[config.mk]
export PLATFORM = sky130hd
export DESIGN_NAME = scan_access_ctrl
export DESIGN_NICKNAME = d
export VERILOG_FILES = /design/src/verilog/scan_access_pkg.sv /design/src/verilog/scan_pin_sync.sv /design/src/verilog/scan_access_ctrl.sv
export VERILOG_INCLUDE_DIRS = /design/src /design/src/verilog
export SDC_FILE = /design/constraint.sdc
export NUM_CORES = 1
export LEC_CHECK = 0
export BUFFER_PORTS_ARGS = -buffer_cell sky130_fd_sc_hd__buf_4
export CAP_MARGIN = 20
export CORE_ASPECT_RATIO = 2
export CORE_MARGIN = 2
export CORE_UTILIZATION = 55
export CTS_CLUSTER_DIAMETER = 100
export DETAILED_ROUTE_END_ITERATION = 8
export PLACE_DENSITY = 0.79
export SLEW_MARGIN = 20
export SYNTH_ARGS = -nofsm -noshare
export SYNTH_HDL_FRONTEND = slang
export SYNTH_SLANG_ARGS = --single-unit
[constraint.sdc]
create_clock -name sys_clk -period 3.2 [get_ports sys_clk]
set_clock_uncertainty 0.15 [all_clocks]
set_input_delay 0.48 -clock sys_clk [delete_from_list [all_inputs] [get_ports sys_clk]]
set_output_delay 0.48 -clock sys_clk [all_outputs]
set_load 0.02 [all_outputs]
[src/verilog/scan_access_regs.svh]
// constants for the scan port access control block
// assumes a single 100 MHz system clock and an 8-bit register port
`ifndef SCAN_ACCESS_REGS_SVH
`define SCAN_ACCESS_REGS_SVH
`define EN_REG_OFFSET   8'hC7
`define EN_BIT          0
`define EN_RESET        8'h00
`define SECTOR_COUNT    4'hC
`define IR_RESET        4'h1
`define IR_ENABLE       4'h1
`define IR_DISABLE      4'h2
`define IR_CLEAR        4'h3
`define IR_PROGRAM      4'h4
`define IR_SECTOR_ERASE 4'h5
`define IR_CHIP_ERASE   4'h6
`define IR_READ         4'h7
`define IR_BYPASS       4'hF
`define FC_NONE         3'h0
`define FC_PROGRAM      3'h1
`define FC_SECTOR_ERASE 3'h2
`define FC_CHIP_ERASE   3'h3
`define FC_READ         3'h4
`define BLANK_BYTE      8'hFF
`endif

[src/verilog/scan_access_pkg.sv]
// types shared by the scan port access control block
// assumes scan_access_regs.svh holds the numeric constants
package scan_access_pkg;
  typedef enum logic [3:0] {
    tap_reset, tap_idle, sel_dr, cap_dr, sh_dr, ex1_dr, pa_dr, ex2_dr,
    up_dr, sel_ir, cap_ir, sh_ir, ex1_ir, pa_ir, ex2_ir, up_ir
  } tap_state_e;
  typedef logic [7:0]  byte_t;
  typedef logic [23:0] scan_word_t;
endpackage : scan_access_pkg

[src/verilog/scan_pin_sync.sv]
// two-flop synchroniser for the scan pins and device reset, plus edges
// assumes all inputs are asynchronous to sys_clk
`timescale 1ns/1ns
module scan_pin_sync (
  // clock and reset
  input  wire logic sys_clk,
  input  wire logic rst_n,
  // raw pins
  input  wire logic tck,
  input  wire logic tms,
  input  wire logic tdi,
  input  wire logic device_reset_n,
  input  wire logic product_term_scan_select,
  // synchronised levels and clock edges
  output logic      tms_s,
  output logic      tdi_s,
  output logic      dev_rst_n_s,
  output logic      pt_sel_s,
  output logic      tck_rise,
  output logic      tck_fall
);
  logic [4:0] meta_reg;
  logic [4:0] sync_reg;
  logic       tck_prev_reg;

  always_ff @(posedge sys_clk or negedge rst_n) begin
    if (!rst_n) begin
      meta_reg     <= 5'h10;
      sync_reg     <= 5'h10;
      tck_prev_reg <= 1'b0;
    end else begin
      meta_reg     <= {device_reset_n, product_term_scan_select, tdi, tms,
                       tck};
      sync_reg     <= meta_reg;
      tck_prev_reg <= sync_reg[0];
    end
  end

  assign tms_s       = sync_reg[1];
  assign tdi_s       = sync_reg[2];
  assign pt_sel_s    = sync_reg[3];
  assign dev_rst_n_s = sync_reg[4];
  assign tck_rise    = sync_reg[0] & ~tck_prev_reg;
  assign tck_fall    = ~sync_reg[0] & tck_prev_reg;
endmodule : scan_pin_sync

[src/verilog/scan_access_ctrl.sv]
// scan port access control: port enable, security, protection, ext pins
// assumes flash controller and mcu port run on sys_clk
`timescale 1ns/1ns
`include "scan_access_regs.svh"
module scan_access_ctrl import scan_access_pkg::*; (
  // clock and power-on reset
  input  wire logic  sys_clk,
  input  wire logic  rst_n,
  // device reset pin
  input  wire logic  device_reset_n,
  // mcu register port
  input  wire logic  [7:0] mcu_addr,
  input  wire logic  mcu_wr,
  input  wire logic  mcu_rd,
  input  wire byte_t mcu_wdata,
  output byte_t      mcu_rdata,
  // non-volatile configuration
  input  wire logic  nvm_dedicate,
  input  wire logic  nvm_security,
  input  wire logic  [11:0] nvm_sector_protect,
  input  wire logic  product_term_scan_select,
  // scan pins
  input  wire logic  tck,
  input  wire logic  tms,
  input  wire logic  tdi,
  output logic       tdo_out,
  output logic       tdo_oe,
  output logic       scan_active,
  // open drain extension pins
  output logic       program_status_out,
  output logic       program_status_oe,
  output logic       program_error_out,
  output logic       program_error_oe,
  // flash controller
  output logic       flash_req,
  output logic [2:0] flash_cmd,
  output logic [15:0] flash_addr,
  output byte_t      flash_wdata,
  output logic       flash_abort,
  input  wire logic  flash_busy,
  input  wire logic  flash_fail,
  input  wire byte_t flash_rdata
);
  logic       tms_s, tdi_s, dev_rst_n_s, pt_sel_s, tck_rise, tck_fall;
  tap_state_e tap_state_reg, tap_state_next;
  byte_t      en_reg, rd_byte;
  scan_word_t dr_reg;
  logic [3:0] ir_reg, ir_shift_reg, sector;
  logic [11:0] prot_reg;
  logic [2:0] op_reg, req_cmd;
  logic       sec_reg, blank_reg, dedicate_reg, load_reg;
  logic       isc_reg, ext_reg, disabled_reg, err_reg, busy_q_reg;
  logic       port_hold, scan_on, live, upd_dr, req_ok, op_done;

  scan_pin_sync i_scan_pin_sync (
    .sys_clk                  (sys_clk),
    .rst_n                    (rst_n),
    .tck                      (tck),
    .tms                      (tms),
    .tdi                      (tdi),
    .device_reset_n           (device_reset_n),
    .product_term_scan_select (product_term_scan_select),
    .tms_s                    (tms_s),
    .tdi_s                    (tdi_s),
    .dev_rst_n_s              (dev_rst_n_s),
    .pt_sel_s                 (pt_sel_s),
    .tck_rise                 (tck_rise),
    .tck_fall                 (tck_fall)
  );

  // port enable and reset interplay
  assign port_hold = ~dev_rst_n_s & ~dedicate_reg;
  assign scan_on   = dedicate_reg | en_reg[`EN_BIT] | pt_sel_s;
  assign live      = scan_on & ~port_hold;
  assign upd_dr    = live & tck_rise & (tap_state_reg == up_dr);
  assign op_done   = busy_q_reg & ~flash_busy;
  assign sector    = dr_reg[15:12];

  // enable register
  always_ff @(posedge sys_clk or negedge rst_n) begin
    if (!rst_n) begin
      en_reg <= `EN_RESET;
    end else if (!dev_rst_n_s) begin
      en_reg <= `EN_RESET;
    end else if (mcu_wr && mcu_addr == `EN_REG_OFFSET) begin
      en_reg <= mcu_wdata;
    end
  end

  always_ff @(posedge sys_clk or negedge rst_n) begin
    if (!rst_n) begin
      mcu_rdata <= 8'h00;
    end else if (mcu_rd && mcu_addr == `EN_REG_OFFSET) begin
      mcu_rdata <= en_reg;
    end else begin
      mcu_rdata <= 8'h00;
    end
  end

  // configuration capture after reset, chip erase returns security and protection to blank
  always_ff @(posedge sys_clk or negedge rst_n) begin
    if (!rst_n) begin
      load_reg     <= 1'b0;
      sec_reg      <= 1'b0;
      prot_reg     <= 12'h000;
      dedicate_reg <= 1'b0;
      blank_reg    <= 1'b0;
    end else if (!load_reg) begin
      load_reg     <= 1'b1;
      sec_reg      <= nvm_security;
      prot_reg     <= nvm_sector_protect;
      dedicate_reg <= nvm_dedicate;
    end else if (op_done && op_reg == `FC_CHIP_ERASE && !flash_fail &&
                 !flash_abort) begin
      sec_reg   <= 1'b0;
      prot_reg  <= 12'h000;
      blank_reg <= 1'b1;
    end else if (op_done && op_reg == `FC_PROGRAM) begin
      blank_reg <= 1'b0;
    end
  end

  // scan state machine
  always_comb begin
    case (tap_state_reg)
      tap_reset: tap_state_next = tms_s ? tap_reset : tap_idle;
      tap_idle:  tap_state_next = tms_s ? sel_dr : tap_idle;
      sel_dr:    tap_state_next = tms_s ? sel_ir : cap_dr;
      cap_dr:    tap_state_next = tms_s ? ex1_dr : sh_dr;
      sh_dr:     tap_state_next = tms_s ? ex1_dr : sh_dr;
      ex1_dr:    tap_state_next = tms_s ? up_dr : pa_dr;
      pa_dr:     tap_state_next = tms_s ? ex2_dr : pa_dr;
      ex2_dr:    tap_state_next = tms_s ? up_dr : sh_dr;
      up_dr:     tap_state_next = tms_s ? sel_dr : tap_idle;
      sel_ir:    tap_state_next = tms_s ? tap_reset : cap_ir;
      cap_ir:    tap_state_next = tms_s ? ex1_ir : sh_ir;
      sh_ir:     tap_state_next = tms_s ? ex1_ir : sh_ir;
      ex1_ir:    tap_state_next = tms_s ? up_ir : pa_ir;
      pa_ir:     tap_state_next = tms_s ? ex2_ir : pa_ir;
      ex2_ir:    tap_state_next = tms_s ? up_ir : sh_ir;
      up_ir:     tap_state_next = tms_s ? sel_dr : tap_idle;
      default:   tap_state_next = tap_reset;
    endcase
  end

  always_ff @(posedge sys_clk or negedge rst_n) begin
    if (!rst_n) begin
      tap_state_reg <= tap_reset;
    end else if (!live) begin
      tap_state_reg <= tap_reset;
    end else if (tck_rise) begin
      tap_state_reg <= tap_state_next;
    end
  end

  // instruction and data shift
  always_comb begin
    if (sec_reg) begin
      rd_byte = 8'h00;
    end else if (blank_reg) begin
      rd_byte = `BLANK_BYTE;
    end else begin
      rd_byte = flash_rdata;
    end
  end

  always_ff @(posedge sys_clk or negedge rst_n) begin
    if (!rst_n) begin
      ir_reg       <= `IR_BYPASS;
      ir_shift_reg <= 4'h0;
      dr_reg       <= 24'h000000;
    end else if (tap_state_reg == tap_reset) begin
      ir_reg <= `IR_BYPASS;
    end else if (live && tck_rise) begin
      case (tap_state_reg)
        cap_ir:  ir_shift_reg <= `IR_RESET;
        sh_ir:   ir_shift_reg <= {tdi_s, ir_shift_reg[3:1]};
        up_ir:   ir_reg <= ir_shift_reg;
        cap_dr:  dr_reg <= {rd_byte, 13'h0000, sec_reg, err_reg,
                            busy_q_reg};
        sh_dr:   dr_reg <= {tdi_s, dr_reg[23:1]};
        default: dr_reg <= dr_reg;
      endcase
    end
  end

  always_ff @(posedge sys_clk or negedge rst_n) begin
    if (!rst_n) begin
      tdo_out     <= 1'b0;
      tdo_oe      <= 1'b0;
      scan_active <= 1'b0;
    end else begin
      scan_active <= live;
      tdo_oe      <= live & (tap_state_reg == sh_dr ||
                             tap_state_reg == sh_ir);
      if (tck_fall) begin
        tdo_out <= (tap_state_reg == sh_ir) ? ir_shift_reg[0] : dr_reg[0];
      end
    end
  end

  // command gating by security and sector protection
  always_comb begin
    req_ok  = 1'b0;
    req_cmd = `FC_NONE;
    case (ir_reg)
      `IR_PROGRAM: begin
        req_ok  = ~sec_reg;
        req_cmd = `FC_PROGRAM;
      end
      `IR_SECTOR_ERASE: begin
        req_ok  = ~sec_reg & (sector < `SECTOR_COUNT) &
                  ~prot_reg[sector];
        req_cmd = `FC_SECTOR_ERASE;
      end
      `IR_CHIP_ERASE: begin
        req_ok  = 1'b1;
        req_cmd = `FC_CHIP_ERASE;
      end
      `IR_READ: begin
        req_ok  = ~sec_reg;
        req_cmd = `FC_READ;
      end
      default: begin
        req_ok  = 1'b0;
        req_cmd = `FC_NONE;
      end
    endcase
  end

  always_ff @(posedge sys_clk or negedge rst_n) begin
    if (!rst_n) begin
      flash_req   <= 1'b0;
      flash_cmd   <= `FC_NONE;
      flash_addr  <= 16'h0000;
      flash_wdata <= 8'h00;
      flash_abort <= 1'b0;
      op_reg      <= `FC_NONE;
      busy_q_reg  <= 1'b0;
    end else begin
      busy_q_reg  <= flash_busy;
      flash_abort <= port_hold & flash_busy;
      flash_req   <= upd_dr & isc_reg & req_ok & ~flash_busy;
      if (upd_dr && isc_reg && req_ok && !flash_busy) begin
        flash_cmd   <= req_cmd;
        flash_addr  <= dr_reg[15:0];
        flash_wdata <= dr_reg[23:16];
        op_reg      <= req_cmd;
      end
    end
  end

  // enable, disable and clear; error flag, set wins over clear
  always_ff @(posedge sys_clk or negedge rst_n) begin
    if (!rst_n) begin
      isc_reg      <= 1'b0;
      ext_reg      <= 1'b0;
      disabled_reg <= 1'b0;
      err_reg      <= 1'b0;
    end else begin
      if (upd_dr && ir_reg == `IR_ENABLE) begin
        isc_reg      <= 1'b1;
        ext_reg      <= dr_reg[0];
        disabled_reg <= 1'b0;
      end else if (upd_dr && ir_reg == `IR_DISABLE) begin
        isc_reg      <= 1'b0;
        ext_reg      <= 1'b0;
        disabled_reg <= 1'b1;
      end
      if (flash_fail && (op_reg == `FC_PROGRAM ||
                         op_reg == `FC_SECTOR_ERASE)) begin
        err_reg <= 1'b1;
      end else if ((upd_dr && ir_reg == `IR_CLEAR) ||
                   (!dev_rst_n_s && disabled_reg)) begin
        err_reg <= 1'b0;
      end
    end
  end

  // open drain pins: drive low only
  always_ff @(posedge sys_clk or negedge rst_n) begin
    if (!rst_n) begin
      program_status_out <= 1'b0;
      program_status_oe  <= 1'b0;
      program_error_out  <= 1'b0;
      program_error_oe   <= 1'b0;
    end else begin
      program_status_out <= 1'b0;
      program_error_out  <= 1'b0;
      program_status_oe  <= ext_reg & flash_busy;
      program_error_oe   <= ext_reg & err_reg;
    end
  end

  // checks
  property p_open_drain;
    @(posedge sys_clk) disable iff (!rst_n)
      program_status_oe |-> !program_status_out && $past(ext_reg);
  endproperty
  a_open_drain: assert property (p_open_drain)
    else $error("status pin driven without enable");

  property p_secure_read;
    @(posedge sys_clk) disable iff (!rst_n)
      (live && tck_rise && tap_state_reg == cap_dr && sec_reg)
        |=> dr_reg[23:16] == 8'h00;
  endproperty
  a_secure_read: assert property (p_secure_read)
    else $error("secured read returned data");

  property p_secure_only_erase;
    @(posedge sys_clk) disable iff (!rst_n)
      (flash_req && $past(sec_reg)) |-> flash_cmd == `FC_CHIP_ERASE;
  endproperty
  a_secure_only_erase: assert property (p_secure_only_erase)
    else $error("secured part issued a non chip erase command");

  property p_secure_block;
    @(posedge sys_clk) disable iff (!rst_n)
      (upd_dr && sec_reg && ir_reg == `IR_PROGRAM) |=> !flash_req;
  endproperty
  a_secure_block: assert property (p_secure_block)
    else $error("secured program reached the flash");

  property p_erase_unlocks;
    @(posedge sys_clk) disable iff (!rst_n)
      (load_reg && op_done && op_reg == `FC_CHIP_ERASE && !flash_fail &&
       !flash_abort)
        |=> !sec_reg && blank_reg && prot_reg == 12'h000;
  endproperty
  a_erase_unlocks: assert property (p_erase_unlocks)
    else $error("chip erase left part secured");

  property p_protect;
    @(posedge sys_clk) disable iff (!rst_n)
      (flash_req && flash_cmd == `FC_SECTOR_ERASE)
        |-> ($past(prot_reg) & (12'h001 << flash_addr[15:12])) == 12'h000;
  endproperty
  a_protect: assert property (p_protect)
    else $error("protected sector erased");

  property p_enable_write;
    @(posedge sys_clk) disable iff (!rst_n)
      (mcu_wr && mcu_addr == `EN_REG_OFFSET && dev_rst_n_s)
        |=> en_reg[`EN_BIT] == $past(mcu_wdata[`EN_BIT]);
  endproperty
  a_enable_write: assert property (p_enable_write)
    else $error("enable bit did not follow write");

  property p_reset_abort;
    @(posedge sys_clk) disable iff (!rst_n)
      (!dev_rst_n_s && !dedicate_reg) |=> tap_state_reg == tap_reset &&
        !scan_active;
  endproperty
  a_reset_abort: assert property (p_reset_abort)
    else $error("device reset did not stop the port");

  property p_reset_clears_en;
    @(posedge sys_clk) disable iff (!rst_n)
      !dev_rst_n_s |=> en_reg == `EN_RESET;
  endproperty
  a_reset_clears_en: assert property (p_reset_clears_en)
    else $error("device reset left enable set");

  property p_status_busy;
    @(posedge sys_clk) disable iff (!rst_n)
      (ext_reg && flash_busy) |=> program_status_oe;
  endproperty
  a_status_busy: assert property (p_status_busy)
    else $error("status pin not low while busy");

  c_chip_erase: cover property (@(posedge sys_clk) disable iff (!rst_n)
    flash_req && flash_cmd == `FC_CHIP_ERASE);
  c_blocked: cover property (@(posedge sys_clk) disable iff (!rst_n)
    upd_dr && sec_reg && ir_reg == `IR_PROGRAM);
  c_error_pin: cover property (@(posedge sys_clk) disable iff (!rst_n)
    program_error_oe);
endmodule : scan_access_ctrl

* Word level (Yosys, flattened, before mapping)
Index checks and enable logic that the tools add are counted.
** Word-level totals
- Register bits after elaboration :: 118
- Bits of input ports :: 49
- Output and inout bits :: 44
- Word-level logic and storage cells :: 168
** Cells by class
- Order comparisons :: 2
- Eq/ne operators :: 29
- Muxes and demuxes :: 43
- Bitwise logic cells :: 27
- Reduce and logical (&&, ||, !) cells :: 38
** Operator list (number)
- 24-bit one-hot mux with 2 select lines :: 1
- 4-bit one-hot mux with 12 select lines :: 1
- 8-bit two-way mux :: 5
- 4-bit two-way mux :: 9
- 4-bit by 3-bit == test with 1-bit output, second input constant :: 8
- 4-bit == test, second input constant :: 8
- 12-bit two-way mux :: 2
- 1-bit bitwise AND :: 16
- 4-bit by 2-bit == test with 1-bit output, second input constant :: 4
- 1-bit two-way mux :: 16
- 1-bit logical AND :: 15
- 2-bit nonzero test :: 7
- 3-bit one-hot mux with 4 select lines :: 1
- 1-bit inverter :: 9
- 4-bit by 1-bit == test with 1-bit output, second input constant :: 2
- 8-bit == test, second input constant :: 1
- 4-bit one-hot mux with 2 select lines :: 1
- 3-bit by 2-bit == test with 1-bit output, second input constant :: 2
- 2-bit two-way mux :: 3
- 3-bit two-way mux :: 2
- 3-bit AND reduction :: 2
- 2-bit OR reduction :: 3
- 4-bit by 5-bit < comparator with 1-bit output, second input constant :: 1
- 1-bit binary-select mux with 4-bit select :: 1
- other kinds (11) :: 19

* Depth between registers and ports, before layout
- Word-level depth :: 10
- Depth in mapped cells :: 8
- Gate-level depth less buffers :: 6

* Modules after synthesis
From an unflattened synthesis, not the netlist that was laid out.
** Second synthesis, totals
- Cell total of the unflattened synthesis :: 406
- Area total of the unflattened synthesis :: 4937.2 sq um
** Modules (own cells, without submodules)
- scan_access_ctrl :: instances 1, cells an instance 393, area each 4644.5 sq um, sequential area each 2682.6 sq um
- scan_pin_sync :: instances 1, cells an instance 13, area each 292.8 sq um, sequential area each 277.8 sq um

* Worst setup path before layout
No wires, ideal clock.
- Path kind :: reg-to-reg
- From :: register dr_reg[12]
- To :: register flash_addr[0]
- Setup time :: 128 ps
- Arrival time :: 2148 ps
- Data required time :: 2922 ps
- Setup slack :: 775 ps
- Cell stages (with the launch flop) :: 8
- Buffers on the path :: 2
- Period minus slack after synthesis :: 2425 ps
- Path through :: dfrtp_1 -> buf_2 -> mux4_2 -> mux2i_1 -> nor4b_1 -> nor4_4 -> buf_4 -> mux2_1
** Between the ends
- Word-level cells in the longest chain between the ends :: 7
- Elaborated cells on any way between the ends :: 9
- Classes of those cells :: 1 x order compare; 3 x mux; 3 x bitwise; 2 x reduce/logical
** RTL lines
- start, declared :: line scan_access_ctrl.sv:47 : scan_word_t dr_reg;
- start signal, assigned :: line scan_access_ctrl.sv:179 : cap_dr: dr_reg <= {rd_byte, 13'h0000, sec_reg, err_reg,
- start signal, assigned :: line scan_access_ctrl.sv:181 : sh_dr: dr_reg <= {tdi_s, dr_reg[23:1]};
- start signal, assigned :: line scan_access_ctrl.sv:182 : default: dr_reg <= dr_reg;
- 1-bit binary-select mux with 4-bit select :: line scan_access_ctrl.sv:213 : ~prot_reg[sector];
- 1-bit two-way mux (not written as such) :: line scan_access_ctrl.sv:213
- 1-bit inverter :: line scan_access_ctrl.sv:213
- 1-bit bitwise AND (*) :: line scan_access_ctrl.sv:212 : req_ok = ~sec_reg & (sector < `SECTOR_COUNT) &
- 1-bit one-hot mux with 3 select lines (*) :: line scan_access_ctrl.sv:206 : case (ir_reg)
- 1-bit logical AND (*) (2 in a row) :: line scan_access_ctrl.sv:244 : if (upd_dr && isc_reg && req_ok && !flash_busy) begin
- end signal, assigned :: line scan_access_ctrl.sv:246 : flash_addr <= dr_reg[15:0];
- end, declared :: line scan_access_ctrl.sv:37 : output logic [15:0] flash_addr,
Every way passes the cells marked *; elsewhere a longest branch is shown, timed or not. The select of a mux whose other input is x is not followed.
A chain may end at the register's enable or synchronous reset.

* Final worst setup path
- From :: register i_scan_pin_sync.sync_reg[4]
- To :: register flash_addr[6]
** Between the ends
- Word-level cells in the longest chain between the ends :: 9
** RTL lines
- start, declared :: line scan_pin_sync.sv:23 : logic [4:0] sync_reg;
- start signal, assigned :: line scan_pin_sync.sv:34 : sync_reg <= meta_reg;
- 1-bit inverter :: line scan_access_ctrl.sv:72 : assign port_hold = ~dev_rst_n_s & ~dedicate_reg;
- 1-bit bitwise AND :: line scan_access_ctrl.sv:72
- 1-bit inverter :: line scan_access_ctrl.sv:74 : assign live = scan_on & ~port_hold;
- 1-bit bitwise AND :: line scan_access_ctrl.sv:74
- via live :: line scan_access_ctrl.sv:53 : logic port_hold, scan_on, live, upd_dr, req_ok, op_done;
- 1-bit bitwise AND (2 in a row) :: line scan_access_ctrl.sv:75 : assign upd_dr = live & tck_rise & (tap_state_reg == up_dr);
- 1-bit logical AND (3 in a row) :: line scan_access_ctrl.sv:244
The timed path passes the listed nets, and every way through them passes these cells.

==> summary.txt <==
Synthesis
  • Avg Cell Area, Syn: 11.7 sq um
  • Yosys cell types: 47
  • Sequential element share of the synthesized area: 60.9%
  • Mapped Cells: 416
  • Main flop type after synthesis: dfrtp_1
  • Async set or reset register ratio after synthesis: 100%
  • Number of synthesis warnings: 0
  • EDFF count, synth: 0
  • FF+latch count, synth: 118
  • Synthesized area: 0.00486 sq mm

STA
  • Slew @ Worst Pin: 974 ps
  • Fin. Hold Viols: 0
  • Worst slew margin: 35.1%
  • Tcrit/Tclk final: 80.4%
  • Number of setup violations in the final report: 0
  • Final TNS setup: 0 ps
  • Unrepaired setup endpoints after global routing: no
  • Fmax: 0.389 GHz
  • Slew Limit Fails: 0
  • Final min period: 2570 ps

Detailed routing
  • Initial DRT Pass Iterations: 5
  • Wire per inst: 18.8 um
  • Avg Vias per Cell: 5.92
  • WL final: 11,600 um
  • Iteration-0 DRC Markers: 346
  • DRT antenna net count: 0
  • Remaining DRCs: 0
  • Vias: 3,669

GRT
  • Antenna violations before repair: 0
  • First-pass GRT wire length: 18,900 um
  • Vias in the first global route: 3,798
  • Largest net degree at the start of global routing: 67
  • Tot GR Track Use: 26.0%
  • GRT Residual Overflow: 0

Worst setup path
  • WS Path Type: register to register
  • Startpoint Class: register
  • Crit path required time: 3340 ps
  • FF-to-FF path depth: 7
  • Cell depth of the worst setup path: 7
  • Crit path DAT: 2710 ps
  • Worst R2R Start: i_scan_pin_sync.sync_reg[4]$_DFF_PN1_
  • Worst-path cell chain: o21a_1, nor2_1, inv_1, nand3_1, nor4_4, buf_4, mux2_1
  • CP max-delay cell: dfstp_2
  • FF-to-FF setup slack: 630 ps
  • Buf/Inv on CP: 2
  • Max FO, Critical Path: 28
  • CP max stage delay: 620 ps
  • Delay-heaviest family, CP: flip-flops
  • Crit end category: register
  • Reg2reg end: flash_addr[6]$_DFFE_PN0P_

Die
  • Area of the die: 0.00965 sq mm
  • Row count: 48
  • IO Count: 93
  • Die H: 137 um
  • Die W: 70.5 um
  • Core area: 0.00859 sq mm
  • Initial Utilization: 56.6%

Cells and area
  • Commonest non-fill, non-tap cell in the layout: dfrtp_1
  • Final Cell Area: 0.00627 sq mm
  • Layout area overhead: 29.1%
  • Most frequent cells in the layout: 112 x dfrtp_1, 95 x buf_4, 37 x nand2_1
  • Nets@finish: 556
  • Share of cells above drive strength 1: 27.9%
  • Diodes inserted: 0
  • Max FFs per register: 24

Clock tree
  • H-tree level count: 4
  • # resized after CTS: 0
  • Max Root-Sink Buffers: 2
  • Post-CTS setup buffers: 0
  • CTS root buffer: clkbuf_16
  • Clk sinks: 118
  • Cts hold-fix bufs: 1
  • Worst skew pair latency: 410 ps
  • CTS tree: done
  • Num CTS Buffers: 17
  • Clock slew at reported path FFs: 50 ps

Power and ir drop
  • Pleak: 3.12 nW
  • Pwr dens: 649 mW/mm^2
  • Maximum vdd drop: 0.430 mV

Worst hold path
  • Hold Startpoint: tck
  • Hold depth: 1
  • Worst Hold Path EP: i_scan_pin_sync.meta_reg[0]$_DFF_PN0_
  • Worst hold-check path type: primary input to register

Run status
  • Status: completed

Placed design
  • Count of port buffers added during placement: 90
  • DP HPWL: 7520 um
  • Routability cong.: 0.906
  • Placed Instance Area: 0.00561 sq mm

Job
  • Max cap viols: 0
-- cells in the mapped netlist, types with 2 or more instances --
master / count / area [sq um]
conb_1: 2 / 7.51
mux2_1: 19 / 214
nand4_1: 4 / 25.0
nand2b_1: 3 / 18.8
buf_1: 2 / 7.51
a21o_1: 2 / 15.0
nand3_1: 8 / 40.0
and2_1: 3 / 18.8
clkbuf_1: 18 / 67.6
buf_2: 2 / 10.0
o211ai_1: 2 / 15.0
o22a_1: 2 / 17.5
mux2i_1: 11 / 110
nor3_1: 12 / 60.1
mux2_2: 9 / 101
a21oi_1: 18 / 90.1
xor2_1: 2 / 17.5
buf_4: 4 / 30.0
nor3b_1: 2 / 15.0
dfrtp_1: 112 / 2800
and3_1: 9 / 56.3
a31oi_1: 6 / 37.5
mux4_2: 2 / 45.0
nand2_1: 37 / 139
or3_1: 3 / 18.8
nand4b_1: 2 / 17.5
a22o_1: 25 / 219
nor2b_1: 12 / 75.1
nor4_1: 3 / 18.8
o21ai_0: 25 / 125
nor2_1: 22 / 82.6
o22ai_1: 2 / 12.5
a221oi_1: 2 / 17.5
inv_1: 10 / 37.5
nor4b_1: 2 / 17.5
dfstp_2: 6 / 158
-- worst reg2reg max path: cells and delay by family (launching register included) --
| kind | cells | cell delay [ps] |
|---|---|---|
| compound gates | 1 | 180 |
| buf+inv | 2 | 540 |
| flops | 1 | 620 |
| mux | 1 | 410 |
| simple gates | 3 | 550 |
-- layout make-up --
type	instances	area, sq um
clock buffers	20	457
clock inverters	12	200
fillers	594	2310
inverters	10	37.5
multi-input cells	263	1750
flip-flops and latches	118	2960
well taps	100	125
repair buffers	97	743
-- per-stage QoR --
step | utilization [%] | cells | power, mW | hold WS (ps) | setup slack [ps]
2_1_floorplan | - | 417 | 1.85 | 34.4 | 775
4_1_cts | 73.1 | 620 | 4.09 | 10.6 | 635
3_5_place_dp | 65.3 | 587 | 2.01 | 186 | 715
6_report | 73.1 | 620 | 4.07 | 21.6 | 628
5_1_grt | 73.1 | 620 | 4.22 | 11.5 | 450
3_3_place_gp | 65.3 | 587 | 1.99 | 182 | 754
-- report_power, final --
group          switching (mW)  internal (mW)  total [mW]
clock network           0.662           1.42        2.08
registers               0.111           1.60        1.71
logic                   0.148          0.133       0.281
-- layer usage --
| metal | part of all wire, % | global-route usage [%] | vias to the layer above | wire length, um |
|---|---|---|---|---|
| li1 | - | - | 1663 | - |
| met1 | 37 | 29.1 | 1820 | 4250 |
| met2 | 54 | 45.4 | 152 | 6330 |
| met3 | 5.6 | 6.55 | 34 | 649 |
| met4 | 3.6 | 13.2 | 0 | 416 |
| met5 | 0 | 0 | - | 0 |
-- worst max-delay path by stage --
stage	start	end	slack [ps]
floorplan	dr_reg[12]$_DFFE_PN0P_	flash_addr[0]$_DFFE_PN0P_	770
global placement	dr_reg[12]$_DFFE_PN0P_	flash_wdata[5]$_DFFE_PN0P_	750
detailed placement	i_scan_pin_sync.sync_reg[4]$_DFF_PN1_	flash_wdata[4]$_DFFE_PN0P_	720
CTS	i_scan_pin_sync.sync_reg[4]$_DFF_PN1_	flash_addr[6]$_DFFE_PN0P_	630
global route	tap_state_reg[3]$_DFFE_PN0P_	flash_addr[6]$_DFFE_PN0P_	450
finish	i_scan_pin_sync.sync_reg[4]$_DFF_PN1_	flash_addr[6]$_DFFE_PN0P_	630
-- cells by family (layout without fill, tap and decap cells) --
group	count (synthesis)	after routing	share of synthesized area [%]
xor+xnor	3	3	0.541
mux	41	41	9.68
other cells	2	3	0.154
buf+inv	36	139	3.14
compound gates	92	92	12.6
flops	118	118	60.9
simple gates	124	124	13.0
Note: power is estimated with default switching activity, not from simulation.
